File: config.mk
export PLATFORM = sky130hd
export DESIGN_NAME = wdnr_watchdog
export DESIGN_NICKNAME = d
export VERILOG_FILES = /design/src/inc/wdnr_pkg.sv /design/src/verilog/wdnr_watchdog.sv
export SDC_FILE = /design/constraint.sdc
export NUM_CORES = 1
export LEC_CHECK = 0
export BUFFER_PORTS_ARGS = -buffer_cell sky130_fd_sc_hd__buf_2
export CORE_AREA = 8 8 105 107
export DETAILED_ROUTE_END_ITERATION = 6
export DIE_AREA = 0 0 113 115
export MAX_ROUTING_LAYER = met4
export SYNTH_ARGS = -nofsm -noshare
export SYNTH_HDL_FRONTEND = slang
export SYNTH_SLANG_ARGS = --single-unit
File: constraint.sdc
create_clock -name i_core_clk -period 2.2 [get_ports i_core_clk]
set_input_delay 0.33 -clock i_core_clk [delete_from_list [all_inputs] [get_ports i_core_clk]]
set_output_delay 0.33 -clock i_core_clk [all_outputs]
set_load 0.02 [all_outputs]
File: src/inc/wdnr_pkg.sv
package wdnr_pkg;

	// ------------------------------------------------------------------
	// Register map.
	// ------------------------------------------------------------------
	localparam logic [15:0] WDNR_ADDR_CONTROL = 16'h5040;
	localparam logic [15:0] WDNR_ADDR_STATUS = 16'h5041;
	localparam logic [15:0] WDNR_ADDR_IRQ_STATUS = 16'h5042;
	localparam logic [15:0] WDNR_ADDR_IRQ_CLEAR = 16'h5043;
	localparam logic [15:0] WDNR_ADDR_IRQ_ENABLE = 16'h5044;

	// ------------------------------------------------------------------
	// Field positions.
	// ------------------------------------------------------------------
	localparam int WDNR_CTL_KEY_LSB = 0;
	localparam int WDNR_CTL_KEY_MSB = 3;
	localparam int WDNR_CTL_RESTART_BIT = 4;
	localparam int WDNR_ST_FLAG_BIT = 0;
	localparam int WDNR_ST_MODE_BIT = 1;
	localparam int WDNR_IRQ_NMI_BIT = 0;
	localparam int WDNR_IRQ_RST_BIT = 1;
	localparam int WDNR_IRQ_NUM = 2;

	// ------------------------------------------------------------------
	// Values after reset and codes.
	// ------------------------------------------------------------------
	localparam logic [3:0] WDNR_KEY_STOP = 4'hA;
	localparam logic [3:0] WDNR_KEY_RESET = 4'hA;
	localparam logic WDNR_MODE_NMI = 1'b0;
	localparam logic WDNR_MODE_RESET = 1'b1;
	localparam logic WDNR_MODE_RESET_VALUE = 1'b0;
	localparam logic WDNR_FLAG_RESET_VALUE = 1'b0;
	localparam logic [1:0] WDNR_IRQ_RESET_VALUE = 2'h0;
	localparam logic [7:0] WDNR_RDATA_RESET_VALUE = 8'h00;
	localparam logic [31:0] WDNR_CNT_RESET_VALUE = 32'h0000_0000;

	// ------------------------------------------------------------------
	// Timing: default expiry period in core clock cycles.
	// ------------------------------------------------------------------
	localparam logic [31:0] WDNR_PERIOD_CYCLES_DEFAULT = 32'h0100_0000;

endpackage : wdnr_pkg

File: src/verilog/wdnr_watchdog.sv
// Strobed register access was decided locally.
`timescale 1ns/1ns
module wdnr_watchdog #(
	parameter logic [31:0] PERIOD_CYCLES = wdnr_pkg::WDNR_PERIOD_CYCLES_DEFAULT
) (
	input wire logic i_core_clk,
	input wire logic i_rst,
	input wire logic [15:0] i_addr,
	input wire logic [7:0] i_wdata,
	input wire logic i_wr,
	input wire logic i_rd,
	output logic [7:0] o_rdata,
	output logic o_nmi,
	output logic o_sys_rst,
	output logic o_irq
);

	// ------------------------------------------------------------------
	// State of the block.
	// ------------------------------------------------------------------
	typedef struct packed {
		logic [31:0] cnt;
		logic [3:0] run_stop_key;
		logic expiry_action_select;
		logic nmi_occurred_flag;
		logic [1:0] irq_status;
		logic [1:0] irq_enable;
		logic [7:0] rdata;
		logic nmi;
		logic sys_rst;
	} wdnr_state_t;

	wdnr_state_t st_reg;
	wdnr_state_t st_next;

	logic wr_ctl;
	logic wr_st;
	logic wr_clr;
	logic wr_en;
	logic running;
	logic restart;
	logic expire;

	// ------------------------------------------------------------------
	// Decode of register writes.
	// ------------------------------------------------------------------

	// Writes are decoded on the full address so aliases cannot disturb the key.
	assign wr_ctl = i_wr && (i_addr == wdnr_pkg::WDNR_ADDR_CONTROL);
	assign wr_st = i_wr && (i_addr == wdnr_pkg::WDNR_ADDR_STATUS);
	assign wr_clr = i_wr && (i_addr == wdnr_pkg::WDNR_ADDR_IRQ_CLEAR);
	assign wr_en = i_wr && (i_addr == wdnr_pkg::WDNR_ADDR_IRQ_ENABLE);

	// The counter runs for every key pattern except the stop pattern.
	assign running = (st_reg.run_stop_key != wdnr_pkg::WDNR_KEY_STOP);
	assign restart = wr_ctl && i_wdata[wdnr_pkg::WDNR_CTL_RESTART_BIT];
	// A restart in the expiry cycle wins, so software that kicks in time never sees a bite.
	assign expire = running && !restart && (st_reg.cnt == PERIOD_CYCLES - 32'h0000_0001);

	// ------------------------------------------------------------------
	// Next-state logic.
	// ------------------------------------------------------------------

	// All state is computed here and registered in one process below.
	always_comb begin
		st_next = st_reg;
		st_next.nmi = 1'b0;
		st_next.sys_rst = 1'b0;

		// Counter: cleared by restart or expiry, held while stopped.
		if (restart || expire) begin
			st_next.cnt = wdnr_pkg::WDNR_CNT_RESET_VALUE;
		end else if (running) begin
			st_next.cnt = st_reg.cnt + 32'h0000_0001;
		end

		// Control writes take only the key field; the restart bit is not stored.
		if (wr_ctl) begin
			st_next.run_stop_key = i_wdata[wdnr_pkg::WDNR_CTL_KEY_MSB:wdnr_pkg::WDNR_CTL_KEY_LSB];
		end

		// Status writes take only the mode bit; the flag is read-only.
		if (wr_st) begin
			st_next.expiry_action_select = i_wdata[wdnr_pkg::WDNR_ST_MODE_BIT];
		end

		// The NMI flag is cleared by a restart; a restart also blocks expiry, so no new NMI comes in that cycle.
		if (restart) begin
			st_next.nmi_occurred_flag = 1'b0;
		end

		// Expiry action follows the mode bit.
		if (expire) begin
			if (st_reg.expiry_action_select == wdnr_pkg::WDNR_MODE_RESET) begin
				st_next.sys_rst = 1'b1;
			end else begin
				st_next.nmi = 1'b1;
				st_next.nmi_occurred_flag = 1'b1;
			end
		end

		// Interrupt enable register.
		if (wr_en) begin
			st_next.irq_enable = i_wdata[wdnr_pkg::WDNR_IRQ_NUM-1:0];
		end

		// Sticky status: write-one clears, a new event in the same cycle wins.
		for (int i = 0; i < wdnr_pkg::WDNR_IRQ_NUM; i++) begin
			if (wr_clr && i_wdata[i]) begin
				st_next.irq_status[i] = 1'b0;
			end
		end
		if (expire && st_reg.expiry_action_select == wdnr_pkg::WDNR_MODE_NMI) begin
			st_next.irq_status[wdnr_pkg::WDNR_IRQ_NMI_BIT] = 1'b1;
		end
		if (expire && st_reg.expiry_action_select == wdnr_pkg::WDNR_MODE_RESET) begin
			st_next.irq_status[wdnr_pkg::WDNR_IRQ_RST_BIT] = 1'b1;
		end

		// Read data for the cycle after the strobe; unused bits and unmapped reads give 0.
		st_next.rdata = 8'h00;
		if (i_rd) begin
			unique case (i_addr)
				wdnr_pkg::WDNR_ADDR_CONTROL: begin
					st_next.rdata = {4'h0, st_reg.run_stop_key};
				end
				wdnr_pkg::WDNR_ADDR_STATUS: begin
					st_next.rdata = {6'h00, st_reg.expiry_action_select,
						st_reg.nmi_occurred_flag};
				end
				wdnr_pkg::WDNR_ADDR_IRQ_STATUS: begin
					st_next.rdata = {6'h00, st_reg.irq_status};
				end
				wdnr_pkg::WDNR_ADDR_IRQ_ENABLE: begin
					st_next.rdata = {6'h00, st_reg.irq_enable};
				end
				default: begin
					st_next.rdata = 8'h00;
				end
			endcase
		end
	end

	// ------------------------------------------------------------------
	// State register.
	// ------------------------------------------------------------------

	// The watchdog comes out of reset stopped, so boot code may arm it late.
	always_ff @(posedge i_core_clk or posedge i_rst) begin
		if (i_rst) begin
			st_reg.cnt <= wdnr_pkg::WDNR_CNT_RESET_VALUE;
			st_reg.run_stop_key <= wdnr_pkg::WDNR_KEY_RESET;
			st_reg.expiry_action_select <= wdnr_pkg::WDNR_MODE_RESET_VALUE;
			st_reg.nmi_occurred_flag <= wdnr_pkg::WDNR_FLAG_RESET_VALUE;
			st_reg.irq_status <= wdnr_pkg::WDNR_IRQ_RESET_VALUE;
			st_reg.irq_enable <= wdnr_pkg::WDNR_IRQ_RESET_VALUE;
			st_reg.rdata <= wdnr_pkg::WDNR_RDATA_RESET_VALUE;
			st_reg.nmi <= 1'b0;
			st_reg.sys_rst <= 1'b0;
		end else begin
			st_reg <= st_next;
		end
	end

	// ------------------------------------------------------------------
	// Outputs.
	// ------------------------------------------------------------------

	// Expiry pulses and read data come straight from flip-flops.
	assign o_rdata = st_reg.rdata;
	assign o_nmi = st_reg.nmi;
	assign o_sys_rst = st_reg.sys_rst;
	assign o_irq = |(st_reg.irq_status & st_reg.irq_enable);

endmodule : wdnr_watchdog

# Yosys cells after proc, flatten, opt, wreduce, memory -nomap -nowiden
# Cells that the tools add are included.
# word_totals
register_bits	52
inputBits	28
output_inout_bits	11
wordCells	51
# classes
add_sub_neg	1
n_eq_ne	7
muxes	14
bitwise_logic	2
n_reduce_logical	17
# ops
op	count
16-bit by 15-bit equality test with 1-bit output, second input constant	5
32-bit two-way mux	2
32-bit by 1-bit adder with 32-bit output, second input constant	1
32-bit by 24-bit equality test with 1-bit output, second input constant	1
4-bit case mux with 4 select lines	1
1-bit logical AND	11
1-bit two-way mux	9
2-bit nonzero test	3
4-bit two-way mux	1
4-bit inequality test, second input constant	1
2-bit AND	1
2-bit two-way mux	1
2-bit OR reduction	1
1-bit zero test	1
1-bit logical OR	1
1-bit inverter	1

# Logic depth before layout (Yosys ltp)
# depth
depth_word	8
depth_mapped	7
depth_no_buf	6

# Least setup slack after synthesis
# No wires, ideal clock.
# synth_timing
path_type	input to register
from	input port i_addr[9]
to	register st_reg (netlist bit o_rdata[0])
arrival_time_ps	1786
path_slack_ps	342
path_stages	4
n_path_buf	0
cell_sequence	or4_4 or4_4 or3_1 nor2_1
# synth_rtl
item	line_no	rtl
start: declaration	wdnr_watchdog.sv:8	input wire logic [15:0] i_addr,
end signal: assignment	wdnr_watchdog.sv:161	st_reg <= st_next;
end: declaration	wdnr_watchdog.sv:33	wdnr_state_t st_reg;

# Final worst setup path
# layout_timing
from	register st_reg[21] (netlist name)
to	register st_reg[28] (netlist name)
# layout_via
elab_chain_cells	4
# layout_lines
item
branches (longest 4 deep; another with 32-bit by 1-bit adder with 32-bit output)
# Parallel ways; which one is timed is not known. The select of a mux whose other input is x is not followed.
# A chain may end at the register's enable or synchronous reset.

==> flow_summary.ini <==
[critical_path]
r2r_end = st_reg[28]
critPathLaunchType = register
cp_cell_sequence = ha_1 > and3_1 > nor3b_1 > buf_4 > and3_1 > xnor2_1 > nor2_1
reg2reg_from = st_reg[21]
crit_path_end_kind = register
critPathKind = reg -> reg
arrival_ns = 2.17
cp_slowest_cell = dfrtp_1
required_ns = 2.39
worst_path_most_repeated_cell = and3_1
max_stage_delay_ns = 0.44
reg2reg_depth = 7
regToRegSetupSlack_ns = 0.22
crit_path_max_fanout = 6

[floorplan]
fp.dieH_um = 115
io-pin-count = 39
die-area_sq_mm = 0.0130
core-area_sq_mm = 0.00946
start_util = 0.270
die_width_um = 113
row_count = 36

[routing]
drc_errors = 0
routed_wirelength_um = 5220
routedWlPerCell_um = 12.7
via_per_inst = 4.70
vias = 1925
dr.pass1.iters = 6
drtAntennaViolNets = 0
drtIter0Drc = 104

[timing]
setup_violations = 0
slew_headroom = 0.633
worst_pin_slew_ns = 0.546
setup-tns-final_ns = 0
fin_crit_sh = 0.899
period_minus_slack_ns = 1.98
whs_ns = 0.0437
rsz0062_at_grt = no
slew_viol_final = 0
clock_skew_ns = 0.00599
clock.fmax_ghz = 0.506
finalHoldViolCount = 0

[power]
p_sw_frac = 0.233
power.leakage_nw = 1.39
ir_drop_mv = 0.210
pwr-share-clk = 0.351
seqPwrFrac = 0.593
p_switching_w = 0.000360
pwr_density_cell_mw_per_mm2 = 517
comb_power_share = 0.056
internal-power_w = 0.00118

[cts]
clock_path_buffers = 2
clk_latency_ns = 0.30
cts_sinks = 48
cts_resized = 0
numCtsBuffers = 5
htreeDepth = 2
clkTransAtPathRegs_ns = 0.09
tritoncts = yes
cts_root_buf = clkbuf_8
cts_hold_buf = 0
post-cts-setup-buffer-count = 0

[layout]
area_growth_pct = 16.7
drive_gt1_frac = 0.233
final_nets = 324
num-fill-cells = 1007
largest_register_ffs = 42
diodes = 0

[placement]
routabilityCongestion = 0.776
dp_hpwl_um = 3810
numPortBuffers = 31

[job]
maxCapViolCount = 0

[synthesis]
synth-edff-count = 0
ys_types = 40
synthFlopType = dfrtp_1
netlist_area_sq_mm = 0.00255
ys_async_sr_fraction = 1.00
yosys_warnings = 0
syn_area_per_cell_sq_um = 9.98
yosysSeqAreaShare = 0.471
synthCells = 256
yosys_register_bits = 48

[min_path]
hp-class = in -> async

[global_route]
grt_max_degree = 49
antenna_found_initial = 0
grt_use_total = 0.0883
grt-ovfl-total = 0
grt_pass1_wl_um = 9290
grt_pass1_vias = 1991

[outcome]
status = completed
==> critical path, delay by kind of cell (launching register included) <==
| family | cells | cell delay (ns) |
|---|---|---|
| xor+xnor | 1 | 0.11 |
| simple gates | 4 | 0.85 |
| buf+inv | 1 | 0.20 |
| flops | 1 | 0.44 |
| fa+ha+maj | 1 | 0.26 |
==> layout make-up <==
type / instances / area (sq um) / area share
clock buffers: 6 / 82.6 / 0.0277
inverters: 8 / 30.0 / 0.0101
well taps: 114 / 143 / 0.0478
repair buffers: 43 / 270 / 0.0906
multi-input cells: 189 / 1240 / 0.417
clock inverters: 2 / 10.0 / 0.00336
flip-flops and latches: 48 / 1200 / 0.404
==> power groups by stage <==
stage | logic (W) | registers [W] | clock network (W)
final | 0.0000859 | 0.000915 | 0.000542
after global routing | 0.0000991 | 0.000918 | 0.000594
after CTS | 0.0000879 | 0.000914 | 0.000563
after detailed placement | 0.0000874 | 0.000931 | 0
after global placement | 0.0000854 | 0.000930 | 0
after floorplan | 0.0000531 | 0.000927 | 0
==> cell usage in the layout, fill, tap and decap left out, drive strengths merged, types with 3 or more instances in the layout <==
master	netlist	routed
and3	7	7
or4	3	3
mux2	4	4
nand4	18	18
buf	12	43
nor2	39	39
dfrtp	46	46
nor3	5	5
nand2	18	18
o21ai	8	8
inv	8	8
and2	3	3
nand3	14	14
conb	1	4
xnor2	12	12
and4	6	6
xor2	19	19
nor4	10	10
clkbuf	2	6
==> synthesized netlist by cell type (3+ instances only) <==
master | instances | area, sq um
nor4_1 | 6 | 37.5
nor4_4 | 3 | 63.8
dfrtp_1 | 46 | 1150
o21ai_0 | 7 | 35.0
and2_1 | 3 | 18.8
nor2_1 | 39 | 146
inv_1 | 8 | 30.0
nand3_1 | 14 | 70.1
nor3_1 | 5 | 25.0
nand2_1 | 18 | 67.6
and3_1 | 7 | 43.8
xnor2_1 | 12 | 105
nand4_1 | 17 | 106
or4_4 | 3 | 33.8
mux2_2 | 4 | 45.0
buf_4 | 11 | 82.6
and4_1 | 6 | 52.6
xor2_1 | 19 | 166
==> logic make-up after synthesis <==
group | synth area share
buffers and inverters | 0.0490
other | 0.00147
XOR/XNOR | 0.106
adder cells (fa/ha/maj) | 0.00881
AND/OR/NAND/NOR | 0.315
multiplexers | 0.0176
AO/OA/AOI/OAI | 0.0304
flip-flops | 0.471
==> per-layer routing <==
metal	GRT usage	share of wire	up-vias	wire length [um]
met5	-	0	-	0
met4	0.0391	0.018	0	93
met3	0.0152	0.029	5	151
met2	0.134	0.44	45	2300
met1	0.114	0.51	903	2670
li1	-	-	972	-
==> stage by stage <==
| step | setup slack, ns | cell area, sq um | utilization | std cells | total power (W) |
|---|---|---|---|---|---|
| 5_1_grt | 0.0579 | 2980 | 0.315 | 410 | 0.00161 |
| 4_1_cts | 0.252 | 2980 | 0.315 | 410 | 0.00156 |
| 2_1_floorplan | 0.342 | 2570 | - | 259 | 0.000980 |
| 6_report | 0.223 | 2980 | 0.315 | 410 | 0.00154 |
| 3_3_place_gp | 0.178 | 2880 | 0.305 | 402 | 0.00102 |
| 3_5_place_dp | 0.163 | 2880 | 0.305 | 402 | 0.00102 |
==> worst max path at each step <==
stage / slack, ns / endpoint / start
global route: 0.06 / st_reg[28] / st_reg[20]
detailed placement: 0.16 / o_rdata[0] / i_addr[9]
global placement: 0.18 / o_rdata[1] / i_addr[9]
floorplan: 0.34 / o_rdata[0] / i_addr[9]
CTS: 0.25 / st_reg[13] / st_reg[20]
finish: 0.22 / st_reg[28] / st_reg[21]
(Power assumes the default switching activity.)
